## src/common/msr_pkg.sv

```systemverilog
// shared constants and carrier types for the motion status and error responder
package msr_pkg;
	// frame control bytes, unit address is added in the low nibble
	localparam logic [7:0] CTL_STAT = 8'ha0;
	localparam logic [7:0] CTL_ERR = 8'h90;
	localparam logic [7:0] CTL_ABN = 8'hb0;
	// response code bytes
	localparam logic [7:0] EC_HOLD = 8'h23;
	localparam logic [7:0] EC_PARAM = 8'h42;
	localparam logic [7:0] EC_STATE = 8'h43;
	localparam logic [7:0] EC_LIMIT = 8'h44;
	localparam logic [7:0] EC_ALARM = 8'h46;
	localparam logic [7:0] EC_UNDEF = 8'h47;
	localparam logic [7:0] EC_SIZE = 8'h48;
	localparam logic [7:0] EC_REGF = 8'h49;
	localparam logic [7:0] EC_STOP = 8'h21;
	localparam logic [7:0] EC_OUT = 8'h22;
	localparam logic [7:0] EC_RSTACK = 8'h20;
	// instruction codes written to the command register
	localparam logic [7:0] IC_STAT = 8'h01;
	localparam logic [7:0] IC_ERRC = 8'h02;
	localparam logic [7:0] IC_ECNT = 8'h03;
	localparam logic [7:0] IC_RST = 8'h04;
	// register byte offsets
	localparam logic [7:0] A_CTRL = 8'h00;
	localparam logic [7:0] A_CMD = 8'h04;
	localparam logic [7:0] A_STAT = 8'h08;
	localparam logic [7:0] A_FRLO = 8'h0c;
	localparam logic [7:0] A_FRHI = 8'h10;
	localparam logic [7:0] A_ECNT = 8'h14;
	localparam logic [7:0] A_ACK = 8'h18;
	localparam logic [1:0] RESP_OKAY = 2'h0;
	localparam logic [1:0] RESP_SLVERR = 2'h2;
	// operation status bit positions
	localparam int OP_RUNIGN = 7;
	localparam int OP_ILOCK = 6;
	localparam int OP_ENCMON = 4;
	localparam int OP_INPMON = 3;
	localparam int OP_END = 2;
	localparam int OP_ENCOOR = 1;
	localparam int OP_INPOOR = 0;
	// pending event indices, lower index wins
	localparam int P_ALARM = 0;
	localparam int P_LIM = 1;
	localparam int P_PAR = 2;
	localparam int P_REJ = 3;
	localparam int P_HOLD = 4;
	localparam int P_STOP = 5;
	localparam int P_OUT = 6;
	localparam int P_RST = 7;
	localparam int NPEND = 8;
	// reset processing time
	localparam int CLK_NS = 100;
	localparam int RESET_NS = 1600;
	localparam logic [4:0] RESET_CYC = 5'((RESET_NS + CLK_NS - 1) / CLK_NS);
	localparam logic [2:0] LEN_STAT = 3'h5;
	localparam logic [2:0] LEN_ECNT = 3'h5;
	localparam logic [2:0] LEN_SHORT = 3'h3;
	localparam logic [2:0] LEN_ACK = 3'h2;

	typedef struct packed {
		logic serial_mode;
		logic end_sig_ctrl;
		logic inposition_monitor_on;
		logic encoder_monitor_on;
		logic run_wait_ignore;
		logic [3:0] unit_addr;
	} msr_ctrl_t;
	localparam msr_ctrl_t CTRL_RST = '0;

	typedef struct packed {
		logic awvalid;
		logic [7:0] awaddr;
		logic wvalid;
		logic [31:0] wdata;
		logic [3:0] wstrb;
		logic bready;
		logic arvalid;
		logic [7:0] araddr;
		logic rready;
	} msr_axi_req_t;

	typedef struct packed {
		logic awready;
		logic wready;
		logic bvalid;
		logic [1:0] bresp;
		logic arready;
		logic rvalid;
		logic [31:0] rdata;
		logic [1:0] rresp;
	} msr_axi_rsp_t;

	// live state and event pulses from the motion core
	typedef struct packed {
		logic interlock_set;
		logic interlock_release;
		logic encoder_out_of_range;
		logic inposition_out_of_range;
		logic run_wait;
		logic alarm;
		logic const_speed;
		logic ramping;
		logic normal;
		logic initial_state;
		logic buf1_event_cmd_present;
		logic buf0_event_cmd_present;
		logic buf1_override_present;
		logic buf0_override_present;
		logic ovr_register;
		logic ovr_execute;
		logic pulse_start;
		logic dir_backward;
		logic forward_limit;
		logic backward_limit;
		logic forward_fast_limit;
		logic backward_fast_limit;
		logic hold_start;
		logic param_err;
		logic state_reject;
		logic size_err;
		logic reg_fail;
		logic pulse_active;
		logic framing_err;
		logic overrun_err;
		logic checksum_err;
	} msr_motion_t;

	// pended kinds run in pending index order, reset ack last of them
	typedef enum {K_NONE, K_STAT, K_ERRC, K_ECNT, K_UNDEF, K_ALARM, K_LIM, K_PAR, K_REJ,
		K_HOLD, K_STOP, K_OUT, K_RACK, K_RST} msr_kind_t;
endpackage

```

## src/verilog/msr_responder.sv

```systemverilog
// status reply, error readout and response frame builder with axi4-lite access
//
// Decided for this implementation: the register offsets and register access over AXI4-Lite.
`timescale 1ns/10ps
module msr_responder (
	input wire logic i_sys_clk,
	input wire logic i_srst,
	input wire msr_pkg::msr_axi_req_t i_axi,
	output msr_pkg::msr_axi_rsp_t o_axi,
	input wire msr_pkg::msr_motion_t i_motion,
	output logic o_reset_req,
	output logic o_suspend,
	output logic o_start_ok,
	output logic o_resp_ready
);
	typedef struct packed {
		msr_pkg::msr_ctrl_t ctrl;
		logic aw_rdy;
		logic w_rdy;
		logic aw_got;
		logic w_got;
		logic [7:0] awaddr;
		logic [31:0] wdata;
		logic [3:0] wstrb;
		logic bvalid;
		logic [1:0] bresp;
		logic ar_rdy;
		logic rvalid;
		logic [31:0] rdata;
		logic [1:0] rresp;
		logic [4:0][7:0] fr;
		logic [2:0] len;
		logic full;
		logic [msr_pkg::NPEND-1:0] pend;
		logic [7:0] err_cause;
		logic [7:0] cnt_frm;
		logic [7:0] cnt_ovr;
		logic [7:0] cnt_cks;
		logic [3:0] ovr_cnt;
		logic interlock_active;
		logic alarm_q;
		logic act_q;
		logic [4:0] rst_cnt;
		logic suspend;
		logic start_ok;
		logic rst_busy;
	} msr_state_t;

	msr_state_t st_reg;
	msr_state_t st_next;
	msr_pkg::msr_kind_t kind;
	logic do_wr;
	logic cmd_wr;
	logic [7:0] cmd;
	logic blocked;
	logic [7:0] sum;
	logic [7:0] ctl_stat;
	logic [7:0] ctl_err;
	logic [7:0] ctl_abn;
	logic [msr_pkg::NPEND-1:0] pend_set;
	logic [7:0] cks_acc;
	logic cks_ok;

	always_comb begin
		st_next = st_reg;
		kind = msr_pkg::K_NONE;
		sum = 8'h00;
		pend_set = '0;
		ctl_stat = msr_pkg::CTL_STAT + {4'h0, st_reg.ctrl.unit_addr};
		ctl_err = msr_pkg::CTL_ERR + {4'h0, st_reg.ctrl.unit_addr};
		ctl_abn = msr_pkg::CTL_ABN + {4'h0, st_reg.ctrl.unit_addr};
		// address and data are taken in either order, held until both are in
		if (i_axi.awvalid && st_reg.aw_rdy) begin
			st_next.aw_got = 1'b1;
			st_next.awaddr = i_axi.awaddr;
		end
		if (i_axi.wvalid && st_reg.w_rdy) begin
			st_next.w_got = 1'b1;
			st_next.wdata = i_axi.wdata;
			st_next.wstrb = i_axi.wstrb;
		end
		if (st_reg.bvalid && i_axi.bready) begin
			st_next.bvalid = 1'b0;
		end
		do_wr = st_reg.aw_got && st_reg.w_got && !st_reg.bvalid;
		cmd_wr = 1'b0;
		cmd = st_reg.wdata[7:0];
		if (do_wr) begin
			st_next.aw_got = 1'b0;
			st_next.w_got = 1'b0;
			st_next.bvalid = 1'b1;
			st_next.bresp = msr_pkg::RESP_OKAY;
			unique case (st_reg.awaddr)
				msr_pkg::A_CTRL: begin
					if (st_reg.wstrb[0]) begin
						st_next.ctrl[7:0] = st_reg.wdata[7:0];
					end
					if (st_reg.wstrb[1]) begin
						st_next.ctrl[8] = st_reg.wdata[8];
					end
				end
				msr_pkg::A_CMD: cmd_wr = st_reg.wstrb[0];
				msr_pkg::A_ACK: begin
					if (st_reg.wstrb[0]) begin
						st_next.full = 1'b0;
					end
				end
				msr_pkg::A_STAT, msr_pkg::A_FRLO, msr_pkg::A_FRHI, msr_pkg::A_ECNT: begin
				end
				default: st_next.bresp = msr_pkg::RESP_SLVERR;
			endcase
		end
		st_next.aw_rdy = !st_next.aw_got && !st_next.bvalid;
		st_next.w_rdy = !st_next.w_got && !st_next.bvalid;

		// register reads have no side effects
		if (st_reg.rvalid && i_axi.rready) begin
			st_next.rvalid = 1'b0;
			st_next.ar_rdy = 1'b1;
		end
		if (i_axi.arvalid && st_reg.ar_rdy) begin
			st_next.ar_rdy = 1'b0;
			st_next.rvalid = 1'b1;
			st_next.rresp = msr_pkg::RESP_OKAY;
			unique case (i_axi.araddr)
				msr_pkg::A_CTRL: st_next.rdata = {23'h0, st_reg.ctrl};
				msr_pkg::A_STAT: st_next.rdata = {12'h0, st_reg.ovr_cnt, st_reg.err_cause,
					3'h0, st_reg.rst_cnt != 5'h00, st_reg.len, st_reg.full};
				msr_pkg::A_FRLO: st_next.rdata = {st_reg.fr[3], st_reg.fr[2], st_reg.fr[1],
					st_reg.fr[0]};
				msr_pkg::A_FRHI: st_next.rdata = {24'h0, st_reg.fr[4]};
				msr_pkg::A_ECNT: st_next.rdata = {8'h0, st_reg.cnt_cks, st_reg.cnt_ovr,
					st_reg.cnt_frm};
				msr_pkg::A_CMD, msr_pkg::A_ACK: st_next.rdata = 32'h0;
				default: begin
					st_next.rdata = 32'h0;
					st_next.rresp = msr_pkg::RESP_SLVERR;
				end
			endcase
		end

		// motion events
		st_next.alarm_q = i_motion.alarm;
		st_next.act_q = i_motion.pulse_active;
		st_next.suspend = i_motion.alarm;
		st_next.start_ok = 1'b0;
		pend_set[msr_pkg::P_ALARM] = i_motion.alarm && !st_reg.alarm_q;
		blocked = i_motion.dir_backward ?
			(i_motion.backward_limit || i_motion.backward_fast_limit) :
			(i_motion.forward_limit || i_motion.forward_fast_limit);
		if (i_motion.pulse_start && !i_motion.alarm) begin
			pend_set[msr_pkg::P_LIM] = blocked;
			st_next.start_ok = !blocked;
		end
		pend_set[msr_pkg::P_PAR] = i_motion.param_err;
		pend_set[msr_pkg::P_REJ] = i_motion.state_reject;
		pend_set[msr_pkg::P_HOLD] = i_motion.hold_start;
		pend_set[msr_pkg::P_STOP] = st_reg.act_q && !i_motion.pulse_active;
		pend_set[msr_pkg::P_OUT] = !st_reg.act_q && i_motion.pulse_active;
		// interlock set wins over its release
		if (i_motion.interlock_set) begin
			st_next.interlock_active = 1'b1;
		end else if (i_motion.interlock_release) begin
			st_next.interlock_active = 1'b0;
		end
		if (i_motion.ovr_register && !i_motion.ovr_execute && st_reg.ovr_cnt != 4'hf) begin
			st_next.ovr_cnt = st_reg.ovr_cnt + 4'h1;
		end else if (!i_motion.ovr_register && i_motion.ovr_execute &&
			st_reg.ovr_cnt != 4'h0) begin
			st_next.ovr_cnt = st_reg.ovr_cnt - 4'h1;
		end
		// counters saturate rather than wrap so a flood stays visible
		if (i_motion.framing_err && st_reg.cnt_frm != 8'hff) begin
			st_next.cnt_frm = st_reg.cnt_frm + 8'h01;
		end
		if (i_motion.overrun_err && st_reg.cnt_ovr != 8'hff) begin
			st_next.cnt_ovr = st_reg.cnt_ovr + 8'h01;
		end
		if (i_motion.checksum_err && st_reg.cnt_cks != 8'hff) begin
			st_next.cnt_cks = st_reg.cnt_cks + 8'h01;
		end

		// solicited instructions; a busy slot or running reset refuses them
		if (cmd_wr) begin
			if (st_reg.full || st_reg.rst_cnt != 5'h00) begin
				pend_set[msr_pkg::P_REJ] = 1'b1;
			end else begin
				unique case (cmd)
					msr_pkg::IC_STAT: kind = msr_pkg::K_STAT;
					msr_pkg::IC_ERRC: kind = msr_pkg::K_ERRC;
					msr_pkg::IC_ECNT: kind = st_reg.ctrl.serial_mode ?
						msr_pkg::K_ECNT : msr_pkg::K_UNDEF;
					msr_pkg::IC_RST: kind = msr_pkg::K_RST;
					default: kind = msr_pkg::K_UNDEF;
				endcase
			end
		end else if (!st_reg.full && st_reg.rst_cnt == 5'h00) begin
			for (int i = msr_pkg::NPEND - 1; i >= 0; i--) begin
				if (st_reg.pend[i]) begin
					kind = msr_pkg::msr_kind_t'(msr_pkg::K_ALARM + i);
				end
			end
		end

		// a new event set in the same cycle as its take is kept
		st_next.pend = st_reg.pend;
		if (kind >= msr_pkg::K_ALARM && kind <= msr_pkg::K_RACK) begin
			st_next.pend[int'(kind) - int'(msr_pkg::K_ALARM)] = 1'b0;
		end
		st_next.pend = st_next.pend | pend_set;

		st_next.fr = '0;
		st_next.fr = (kind == msr_pkg::K_NONE || kind == msr_pkg::K_RST) ? st_reg.fr : '0;
		unique case (kind)
			msr_pkg::K_NONE: begin
			end
			msr_pkg::K_STAT: begin
				st_next.fr[0] = ctl_stat;
				st_next.fr[1][msr_pkg::OP_RUNIGN] = st_reg.ctrl.run_wait_ignore;
				st_next.fr[1][msr_pkg::OP_ILOCK] = st_reg.interlock_active;
				st_next.fr[1][msr_pkg::OP_ENCMON] = st_reg.ctrl.encoder_monitor_on;
				st_next.fr[1][msr_pkg::OP_INPMON] = st_reg.ctrl.inposition_monitor_on;
				st_next.fr[1][msr_pkg::OP_END] = st_reg.ctrl.end_sig_ctrl;
				// inhibited monitors read as in range
				st_next.fr[1][msr_pkg::OP_ENCOOR] = st_reg.ctrl.encoder_monitor_on &&
					i_motion.encoder_out_of_range;
				st_next.fr[1][msr_pkg::OP_INPOOR] = st_reg.ctrl.inposition_monitor_on &&
					i_motion.inposition_out_of_range;
				st_next.fr[2] = {2'b00, i_motion.run_wait, i_motion.alarm,
					i_motion.const_speed, i_motion.ramping, i_motion.normal,
					i_motion.initial_state};
				st_next.fr[3] = {i_motion.buf1_event_cmd_present,
					i_motion.buf0_event_cmd_present, i_motion.buf1_override_present,
					i_motion.buf0_override_present, st_reg.ovr_cnt};
				st_next.len = msr_pkg::LEN_STAT;
			end
			msr_pkg::K_ERRC: begin
				st_next.fr[0] = ctl_err;
				st_next.fr[1] = st_reg.err_cause;
				st_next.len = msr_pkg::LEN_SHORT;
			end
			msr_pkg::K_ECNT: begin
				st_next.fr[0] = ctl_err;
				st_next.fr[1] = st_reg.cnt_frm;
				st_next.fr[2] = st_reg.cnt_ovr;
				st_next.fr[3] = st_reg.cnt_cks;
				st_next.len = msr_pkg::LEN_ECNT;
			end
			msr_pkg::K_RST: begin
				st_next.rst_cnt = msr_pkg::RESET_CYC;
			end
			default: begin
				st_next.fr[0] = ctl_abn;
				st_next.len = msr_pkg::LEN_SHORT;
				unique case (kind)
					msr_pkg::K_ALARM: st_next.fr[1] = msr_pkg::EC_ALARM;
					msr_pkg::K_LIM: st_next.fr[1] = msr_pkg::EC_LIMIT;
					msr_pkg::K_PAR: st_next.fr[1] = msr_pkg::EC_PARAM;
					msr_pkg::K_REJ: st_next.fr[1] = msr_pkg::EC_STATE;
					msr_pkg::K_UNDEF: st_next.fr[1] = msr_pkg::EC_UNDEF;
					msr_pkg::K_HOLD: begin
						st_next.fr[0] = ctl_stat;
						st_next.fr[1] = msr_pkg::EC_HOLD;
					end
					msr_pkg::K_STOP: begin
						st_next.fr[0] = ctl_stat;
						st_next.fr[1] = msr_pkg::EC_STOP;
					end
					msr_pkg::K_OUT: begin
						st_next.fr[0] = ctl_stat;
						st_next.fr[1] = msr_pkg::EC_OUT;
					end
					default: begin
						st_next.fr[0] = ctl_err;
						st_next.fr[1] = msr_pkg::EC_RSTACK;
						st_next.len = msr_pkg::LEN_ACK;
					end
				endcase
			end
		endcase
		if (kind != msr_pkg::K_NONE && kind != msr_pkg::K_RST) begin
			st_next.full = 1'b1;
			for (int i = 0; i < 4; i++) begin
				if (3'(i) < st_next.len - 3'h1) begin
					sum = sum + st_next.fr[i];
				end
			end
			st_next.fr[st_next.len - 3'h1] = 8'h00 - sum;
		end

		// latest cause wins; the cause byte survives until overwritten
		if (pend_set[msr_pkg::P_PAR]) begin
			st_next.err_cause = msr_pkg::EC_PARAM;
		end
		if (pend_set[msr_pkg::P_REJ]) begin
			st_next.err_cause = msr_pkg::EC_STATE;
		end
		if (pend_set[msr_pkg::P_LIM]) begin
			st_next.err_cause = msr_pkg::EC_LIMIT;
		end
		if (kind == msr_pkg::K_UNDEF) begin
			st_next.err_cause = msr_pkg::EC_UNDEF;
		end
		if (i_motion.size_err) begin
			st_next.err_cause = msr_pkg::EC_SIZE;
		end
		if (i_motion.reg_fail) begin
			st_next.err_cause = msr_pkg::EC_REGF;
		end

		// reset processing clears history; the reset ack is pended on its last cycle and sent once the slot is free
		if (st_reg.rst_cnt != 5'h00) begin
			st_next.rst_cnt = st_reg.rst_cnt - 5'h01;
			st_next.pend = '0;
			st_next.err_cause = 8'h00;
			st_next.cnt_frm = 8'h00;
			st_next.cnt_ovr = 8'h00;
			st_next.cnt_cks = 8'h00;
			st_next.ovr_cnt = 4'h0;
			st_next.interlock_active = 1'b0;
			if (st_reg.rst_cnt == 5'h01) begin
				st_next.pend[msr_pkg::P_RST] = 1'b1;
			end
		end
		st_next.rst_busy = st_next.rst_cnt != 5'h00;
	end

	always_ff @(posedge i_sys_clk) begin
		if (i_srst) begin
			st_reg <= '0;
			st_reg.ctrl <= msr_pkg::CTRL_RST;
			st_reg.aw_rdy <= 1'b1;
			st_reg.w_rdy <= 1'b1;
			st_reg.ar_rdy <= 1'b1;
		end else begin
			st_reg <= st_next;
		end
	end

	assign o_axi.awready = st_reg.aw_rdy;
	assign o_axi.wready = st_reg.w_rdy;
	assign o_axi.bvalid = st_reg.bvalid;
	assign o_axi.bresp = st_reg.bresp;
	assign o_axi.arready = st_reg.ar_rdy;
	assign o_axi.rvalid = st_reg.rvalid;
	assign o_axi.rdata = st_reg.rdata;
	assign o_axi.rresp = st_reg.rresp;
	assign o_reset_req = st_reg.rst_busy;
	assign o_suspend = st_reg.suspend;
	assign o_start_ok = st_reg.start_ok;
	assign o_resp_ready = st_reg.full;

	always_comb begin
		cks_acc = 8'h00;
		for (int i = 0; i < 5; i++) begin
			if (3'(i) < st_reg.len) begin
				cks_acc = cks_acc + st_reg.fr[i];
			end
		end
		cks_ok = cks_acc == 8'h00;
	end

	a_stat_frame: assert property (@(posedge i_sys_clk) disable iff (i_srst)
		kind == msr_pkg::K_STAT |=> st_reg.full && st_reg.len == 3'h5 &&
		st_reg.fr[0] == 8'ha0 + {4'h0, $past(st_reg.ctrl.unit_addr)})
		else $error("status reply control byte or length wrong");
	a_stat_opbits: assert property (@(posedge i_sys_clk) disable iff (i_srst)
		kind == msr_pkg::K_STAT |=> st_reg.fr[1][7] == $past(st_reg.ctrl.run_wait_ignore)
		&& st_reg.fr[1][4] == $past(st_reg.ctrl.encoder_monitor_on) && !st_reg.fr[1][5])
		else $error("operation status byte does not match settings");
	a_ilock_flag: assert property (@(posedge i_sys_clk) disable iff (i_srst)
		i_motion.interlock_set && st_reg.rst_cnt == 5'h00 |=> st_reg.interlock_active)
		else $error("interlock flag not set");
	a_ovr_count: assert property (@(posedge i_sys_clk) disable iff (i_srst)
		i_motion.ovr_register && !i_motion.ovr_execute && st_reg.ovr_cnt < 4'hf &&
		st_reg.rst_cnt == 5'h00 |=> st_reg.ovr_cnt == $past(st_reg.ovr_cnt) + 4'h1)
		else $error("override count did not step up");
	a_cks_zero: assert property (@(posedge i_sys_clk) disable iff (i_srst)
		$rose(st_reg.full) |-> cks_ok)
		else $error("frame checksum wrong");
	a_ecnt_serial: assert property (@(posedge i_sys_clk) disable iff (i_srst)
		cmd_wr && cmd == msr_pkg::IC_ECNT && !st_reg.ctrl.serial_mode && kind != msr_pkg::K_NONE
		|=> st_reg.fr[1] == 8'h47)
		else $error("error count read accepted outside serial mode");
	a_alarm_resp: assert property (@(posedge i_sys_clk) disable iff (i_srst)
		$rose(i_motion.alarm) && st_reg.rst_cnt == 5'h00 |=> st_reg.pend[0] && st_reg.suspend)
		else $error("alarm not pended or not suspended");
	a_hold_code: assert property (@(posedge i_sys_clk) disable iff (i_srst)
		kind == msr_pkg::K_HOLD |=> st_reg.fr[1] == 8'h23 && st_reg.len == 3'h3)
		else $error("hold execution code wrong");
	a_param_frame: assert property (@(posedge i_sys_clk) disable iff (i_srst)
		kind == msr_pkg::K_PAR |=> st_reg.fr[0] == 8'hb0 + {4'h0, $past(st_reg.ctrl.unit_addr)}
		&& st_reg.fr[1] == 8'h42)
		else $error("parameter abnormality frame wrong");
	a_limit_block: assert property (@(posedge i_sys_clk) disable iff (i_srst)
		i_motion.pulse_start && !i_motion.alarm && blocked |=> !st_reg.start_ok)
		else $error("start allowed against a limit");
	a_reset_reply: assert property (@(posedge i_sys_clk) disable iff (i_srst)
		kind == msr_pkg::K_RST |=> o_reset_req ##[15:16] st_reg.pend[7])
		else $error("reset reply not pended after reset processing");
endmodule // msr_responder

```

## config.mk

```make
export PLATFORM = sky130hd
export DESIGN_NAME = msr_responder
export DESIGN_NICKNAME = d
export VERILOG_FILES = /design/src/common/msr_pkg.sv /design/src/verilog/msr_responder.sv
export SDC_FILE = /design/constraint.sdc
export NUM_CORES = 1
export LEC_CHECK = 0
export BUFFER_PORTS_ARGS = -buffer_cell sky130_fd_sc_hd__buf_2
export CAP_MARGIN = 10
export CORE_UTILIZATION = 60
export CTS_BUF_LIST = sky130_fd_sc_hd__clkbuf_4 sky130_fd_sc_hd__clkbuf_8
export DETAILED_ROUTE_END_ITERATION = 7
export PLACE_DENSITY = 0.83
export SYNTH_ARGS = -nofsm -noshare
export SYNTH_HDL_FRONTEND = slang
export SYNTH_SLANG_ARGS = --single-unit
```

## constraint.sdc

```tcl
create_clock -name i_sys_clk -period 10.6 [get_ports i_sys_clk]
set_input_delay 0.53 -clock i_sys_clk [delete_from_list [all_inputs] [get_ports i_sys_clk]]
set_output_delay 0.53 -clock i_sys_clk [all_outputs]
set_load 0.01 [all_outputs]
```

==> results of run 1 <==
-- critical path: cells and delay by family (launching register included) --
kind                       cells  cell delay [ps]
DFF                            1              320
AOI/OAI and AO/OA             15             3200
xor gates and xnor gates       4              740
adders and majority gates      6             1960
and+or+nand+nor               10             3200
buffers and inverters          2              270
-- logic make-up after synthesis --
| family | count (synthesis) | synth area share, % |
|---|---|---|
| xor+xnor | 45 | 3.99 |
| buf+inv | 139 | 7.05 |
| flops | 164 | 33.2 |
| compound gates | 350 | 24.7 |
| fa+ha+maj | 42 | 5.62 |
| mux | 30 | 3.20 |
| simple gates | 463 | 22.2 |
| other cells | 1 | 0.0379 |
-- repair_timing --
item	CTS	global route
endpoints found under the hold margin	0	0
setup endpoints to repair	0	3
resized for setup	0	2
hold buffers	0	0
-- worst max path at each step --
| stage | endpoint | depth (start not counted) | slack [ps] |
|---|---|---|---|
| CTS | flip-flop | 39 | 740 |
| finish | flip-flop | 37 | 750 |
| floorplan | st_reg[82] | 42 | 1940 |
| detailed placement | flip-flop | 39 | 790 |
| global route | st_reg[90] | 36 | 130 |
| global placement | flip-flop | 39 | 950 |
-- cell type report --
type                            count  share of cell area [%]
Sequential cell                   164                    30.9
Clock buffer                       19                    2.46
Timing Repair Buffer              118                    5.84
Inverter                           34                    1.20
Clock inverter                     11                    1.20
Multi-Input combinational cell    932                    55.8
Tap cell                          216                    2.54
-- cells in the mapped netlist (7+ instances only) --
cell	instances
sky130_fd_sc_hd__a31oi_1	8
sky130_fd_sc_hd__ha_1	38
sky130_fd_sc_hd__or3_1	11
sky130_fd_sc_hd__buf_4	42
sky130_fd_sc_hd__nor3_1	27
sky130_fd_sc_hd__o21ai_0	42
sky130_fd_sc_hd__xnor2_1	25
sky130_fd_sc_hd__xor2_1	20
sky130_fd_sc_hd__nor2_1	150
sky130_fd_sc_hd__inv_1	33
sky130_fd_sc_hd__nand2b_1	10
sky130_fd_sc_hd__a22o_1	19
sky130_fd_sc_hd__mux2_2	10
sky130_fd_sc_hd__a21o_1	11
sky130_fd_sc_hd__o31ai_1	7
sky130_fd_sc_hd__clkbuf_1	57
sky130_fd_sc_hd__o211ai_1	9
sky130_fd_sc_hd__a21oi_1	116
sky130_fd_sc_hd__dfxtp_1	164
sky130_fd_sc_hd__nor4_1	8
sky130_fd_sc_hd__and3_1	14
sky130_fd_sc_hd__and2_1	9
sky130_fd_sc_hd__a211oi_1	10
sky130_fd_sc_hd__nand4_1	11
sky130_fd_sc_hd__a22oi_1	28
sky130_fd_sc_hd__a222oi_1	20
sky130_fd_sc_hd__o21a_1	9
sky130_fd_sc_hd__nor2b_1	13
sky130_fd_sc_hd__nand2_1	127
sky130_fd_sc_hd__mux2i_1	19
sky130_fd_sc_hd__nand3_1	51
-- metal layers --
layer  part of all wire, %  vias to the layer above  global-route usage [%]
met5                     0                        -                       0
met2                    43                      560                    50.6
met3                    11                       98                    8.53
met1                    42                     4486                    46.8
met4                   3.9                        0                    15.1
li1                      -                     4507                       -
-- stage by stage --
stage | hold WS, ps | std cells
after floorplan | 432 | 1235
after global placement | 438 | 1464
after detailed placement | 440 | 1464
after CTS | 256 | 1494
after global routing | 274 | 1494
final | 268 | 1494
==> results.txt, run 1 <==
- The multi-input combinational cells in the finished layout cover a total of 5930 um2.
* Tcrit/Tclk final: slightly above 90%
- Depth of the CTS H-tree: 4
- Along the worst path, the maximum fanout reaches 14.
- Clock tree from TritonCTS: yes
* Number of vias in the routed layout: 9651
- Across the run, the number of max-cap violations was 0.
- Standard cell with the maximum stage delay on the critical path: sky130_fd_sc_hd__or4_1
* Pin count of the biggest net entering global routing: 65
- Summing the sequential cell areas from Yosys gives 33.2% of the chip area.
- The number of antenna diodes in the final layout is 0.
- In this run the most critical hold path is launched from i_motion[30].
* Final setup viols: 0
* Delay contributed by the slowest stage of the critical path: around 710 ps
- Once layout is complete, the utilization of the core stands at 66.4%.
- In this run the clock root is driven by a sky130_fd_sc_hd__clkbuf_8.
* Placed standard-cell area: approximately 10000 um2
* Largest cells by area after synthesis: sky130_fd_sc_hd__dfxtp_1 (33%), sky130_fd_sc_hd__a21oi_1 (5.9%), sky130_fd_sc_hd__nor2_1 (5.7%)
- Core area: 16000 um2
- Number of global-route vias before repair: around 8400
* Cell accounting for the most synthesized area: sky130_fd_sc_hd__dfxtp_1
* Worst-case clock skew: 7.92 ps
- After routing the design area is 10600 um2.
- The initial utilization of the core area, before any placement, comes to 61.8%.
* Post-CTS Setup Repair Bufs: 0
- Detailed Route WL: 28700 um
- Worst min path class: input port to flip-flop
- For the worst-skew pair, the clock arrives at the later sink with an insertion delay of about 470 ps.
- Path depth of the worst reg2reg path: 37
- Fraction of final layout cells with drive strength greater than 1: 15.1%
* Launching element of the worst setup path: st_reg[175]
- CTS Sinks: 164
- Number of distinct library cells after synthesis: 92
- The detailed router finished its first iteration with 1295 violations.
* Post-route antenna net violation count: 0
- For hold timing, the worst endpoint is st_reg[10].
- Drt wl/cell: between 15 and 20 um
- The die covers ~17000 um2.
- Run status: complete, but fails checks
- The congestion estimate from routability-driven global placement came to 0.987.
- Count of buffers from port buffering: 107
- The initial antenna violation count was 0.
- IO Count: 135
* Number of buffers created by CTS: 17
- Using the TritonRoute via totals, the vias-per-cell ratio works out to 6.46.
* WHS Path Cells: 3
- Top flip-flop cell by instance count after synthesis: sky130_fd_sc_hd__dfxtp_1
* Total of flip-flops plus latches after synthesis: 164
- CP startpoint kind: flip-flop
* Most common cell after layout, fill and taps aside: sky130_fd_sc_hd__dfxtp_1
* Total of fill cells in the finished design: between 1000 and 1500
* Storage element area: 3280 um2
* Violated checks: DRC
- Setup total negative slack on the finished layout was measured at 0 ps.
- For this run the aggregate overflow at the end of global routing stands at 0.
* Placed wire-length estimate after detailed placement: ~21000 um
* Slack of the critical path: about 750 ps
- Compared with the post-synthesis result, the final layout area differs by 7.46%.
- Pre-CTS setup slack: 794 ps
- The cell that appears most often on the critical path is sky130_fd_sc_hd__ha_1.
- Register-to-register path setup slack: around 750 ps
- The mapped netlist covers around 9900 um2.
* Unrepaired setup endpoints after global routing: no
- Worst-case clock buffer depth: 2
- Normalized max-slew margin: between 20% and 30%
* Fraction of registers with async set or reset after synthesis: 0%
- Crit Path Category: flip-flop to flip-flop
- Top-area cell type share of the netlist area: 33.2%
- The worst setup path is captured at a flip-flop.
- The register with the most flip-flops in the layout has 105 of them.
- The pre-antenna-repair detailed-routing pass consisted of 8 iterations.
- Critical R2R Launch: st_reg[175]
* Post-synthesis area per instance: between 8 and 9 um2
- The floorplan has 46 rows.
- Synthesized netlist cell count: 1234
- At the worst endpoint, the arrival time is just over 10000 ps.
* Minimum clock period after layout: between 9000 and 10000 ps
* Commonest non-fill, non-tap cells in the layout: sky130_fd_sc_hd__dfxtp_1 (164), sky130_fd_sc_hd__nor2_1 (149), sky130_fd_sc_hd__nand2_1 (127)
- Highest clock frequency the design can meet: 0.102 GHz
- The number of pins exceeding their max-slew limit in the final report came to 0.
* Global router's overall resource usage: about a third
- Die height: approximately 130 um
- Data on the critical path is required at its endpoint by 10940 ps.
- Clock slew at the register clock pins of the worst setup and hold paths: around 90 ps
- The die is 130 um wide.
- Final layout net count: 1399
- At the pin with the least slew margin, the transition time is ~1100 ps.
- After detailed routing, the number of remaining DRC violations is 14.
- Global-route wire length before repair: 44200 um
- EDFF count, synth: 0
* Number of hold-slack violations in the final timing report: 0
- The Yosys step of the flow raised 0 warnings.
Power of run 1 is not shown: default switching activity piles up to over one toggle a cycle in this logic, so the estimate is an artifact.
==> run 2: changes to the inputs <==
--- a/config.mk
+++ b/config.mk
@@ -7,10 +7,9 @@
 export LEC_CHECK = 0
 export BUFFER_PORTS_ARGS = -buffer_cell sky130_fd_sc_hd__buf_2
 export CAP_MARGIN = 10
-export CORE_UTILIZATION = 60
-export CTS_BUF_LIST = sky130_fd_sc_hd__clkbuf_4 sky130_fd_sc_hd__clkbuf_8
+export CORE_UTILIZATION = 59
 export DETAILED_ROUTE_END_ITERATION = 7
-export PLACE_DENSITY = 0.83
+export PLACE_DENSITY = 0.82
 export SYNTH_ARGS = -nofsm -noshare
 export SYNTH_HDL_FRONTEND = slang
 export SYNTH_SLANG_ARGS = --single-unit
==> results.txt, run 2 (same netlist as run 1, synthesis figures left out) <==
- The die width is 131 um (+0.83%).
- For hold timing, the worst endpoint is st_reg[51].
- Area enclosed by the die boundary: 17300 um2 (+1.7%)
- The flop-to-flop setup slack is 600 ps (-160 ps).
- The clock latency reported for the late side of the worst-skew pair was 440 ps (-30 ps).
* Most common cell after layout, fill and taps aside: sky130_fd_sc_hd__dfxtp_1
* Clock slew at the register clock pins of the worst setup and hold paths: 70 ps (-20 ps)
* Number of remaining DRC errors: 0 (-14)
* Setup Total Neg Slack: 0 ps (unchanged)
- The flip-flop count of the largest register after layout was 105 (unchanged).
- The clock tree buffer depth was 2 (unchanged).
- Fraction of final layout cells with drive strength greater than 1: 15.4% (+0.25 points)
- Tcrit/Tclk final: 94.4% (+1.5 points)
* Max-capacitance violation count: 0 (unchanged)
- TritonCTS built the clock tree.
* Number of global-route vias before repair: 8489 (+0.86%)
- Global placer's final weighted congestion: 0.951 (-3.6%)
* Count of buffers from port buffering: 107 (unchanged)
* Detailed Route WL: 29000 um (+1.0%)
- Minimum clock period after layout: 10000 ps (+157 ps)
- The fmax came to 0.100 GHz (-1.6%).
- The worst setup path is launched from a flip-flop.
- Data arrival, critical path: 10310 ps (+130 ps)
* Starting DRT DRC Count: 1362 (+5.2%)
* Synth-to-layout area growth: 9.81%
- The total number of vias came to 9640 (-0.11%).
- The H-tree level count was 4 (unchanged).
- The largest stage delay on the critical path came to 730 ps (+20 ps).
* Slew at the pin with the worst max-slew slack: 965 ps (-149 ps)
- Placed wire-length estimate after detailed placement: 21300 um (+0.89%)
* First-pass iteration count of the detailed router: 7 (-1)
* Hold-fix buffers at CTS: 0 (unchanged)
- Die height: 131 um (+0.83%)
- The final antenna diode count is 0 (unchanged).
- Vias per Instance: 6.43 (-0.45%)
- CP Capture Type: flip-flop
* Unrepaired setup endpoints after global routing: no
- Endpoint of the lowest-slack register-to-register path: st_reg[90]
- The largest net degree at the start of global routing is 90 (+38%).
- WHS Path Cells: 3 (unchanged)
* Worst min path class: input port to flip-flop
- By startpoint and endpoint, the worst setup path is classified as flip-flop to flip-flop.
- Counting stages on the worst path, the most repeated cell is sky130_fd_sc_hd__ha_1.
* Number of hold-slack violations in the final timing report: 0 (unchanged)
* Effective utilization at floorplan: 61.3% (-0.44 points)
- The core outline area came to 16100 um2 (+0.72%).
- Source of the worst hold timing path: i_motion[8]
* Post-route antenna net violation count: 0 (unchanged)
* Number of buffers created by CTS: 17 (unchanged)
- Final setup viols: 0 (unchanged)
- The initial antenna violation count was 1 (+1).
- Critical R2R Launch: st_reg[175]
- The global-route congestion overflow total came to 0 (unchanged).
- The run finished with clean final reports.
- Commonest non-fill, non-tap cells in the layout: sky130_fd_sc_hd__dfxtp_1 (164), sky130_fd_sc_hd__nor2_1 (150), sky130_fd_sc_hd__nand2_1 (127)
- The number of top-level pins came to 135 (unchanged).
- The length in cells of the worst reg-to-reg path was 39 (+5.4%).
* CTS Sinks: 164 (unchanged)
- Total count of max-transition violations in the final report: 0 (unchanged)
* Maximum fanout count along the critical path: 9 (-5)
- The endpoint required time on the critical path came to 10910 ps (-30 ps).
* Normalized max-slew margin: 35.5% (+10 points)
* Total of fill cells in the finished design: 1349 (-3.2%)
- Count of standard-cell rows: 46 (unchanged)
- The final layout net count came to 1402 (+0.21%).
* Drt wl/cell: 19.3 um (+0.71%)
- The worst setup skew after layout came to 10.1 ps (+2.15 ps).
* Global-route wire length before repair: 45800 um (+3.7%)
- For this design, the slowest cell found on the critical path is sky130_fd_sc_hd__or4_1.
- The global router's overall resource usage is 33.4% (-0.74 points).
* Clock root cell: sky130_fd_sc_hd__clkbuf_16
run 2: cell types whose count changed in the layout (fill, tap and decap cells not counted), sizes merged:
cell	before	now
buf	118	121
clkinv	7	3
inv	36	41
clkinvlp	0	2
clkbuf	19	18
run 2: final cells by class:
class                      count  area, um2  share of cell area (%)
inverter                      34        128                    1.18
multi-input combinational    932       5920                    54.6
clock buffer                  18        439                    4.05
tap                          216        270                    2.49
sequential                   164       3280                    30.3
clock inverter                14        165                    1.52
timing repair buffer         121        643                    5.93
run 2: critical path: cells and delay by family (launching register included):
kind            cells  cell delay [ps]
simple gates       13             3500
compound gates     13             2770
fa+ha+maj           6             1900
xor+xnor            4              810
flops               1              310
mux                 1              280
buf+inv             2              270
run 2: how the worst max path moves through the flow:
stage	from	endpoint	slack, ps
6_report	st_reg[175]	st_reg[90]	600
5_1_grt	st_reg[175]	flip-flop	110
4_1_cts	st_reg[175]	flip-flop	670
3_5_place_dp	st_reg[175]	flip-flop	760
3_3_place_gp	st_reg[175]	flip-flop	920
2_1_floorplan	st_reg[175]	st_reg[82]	1940
run 2: what timing repair did:
item	4_1_cts	5_1_grt
setup buffers	0	0
setup endpoints to repair	0	3
resized for setup	0	2
run 2: layer usage:
metal | track usage, % | part of all wire [%] | wire, um | up-vias
met2 | 49.0 | 43 | 12500 | 523
met1 | 47.3 | 43 | 12300 | 4508
li1 | - | - | - | 4517
met3 | 7.02 | 11 | 3130 | 90
met4 | 14.0 | 3.6 | 1050 | 2
met5 | 0 | 0.045 | 13 | -
run 2: stage by stage:
stage | std cells | worst slack, ps | area, um2 | utilization (%) | hold WS, ps
finish | 1499 | 598 | 10900 | 67.3 | 307
global route | 1499 | 115 | 10900 | 67.3 | 326
CTS | 1499 | 665 | 10800 | 67.3 | 301
detailed placement | 1467 | 758 | 10200 | 63.5 | 440
global placement | 1467 | 915 | 10200 | 63.5 | 439
floorplan | 1235 | 1940 | 9890 | - | 432
Power of run 2 is left out for the same reason.
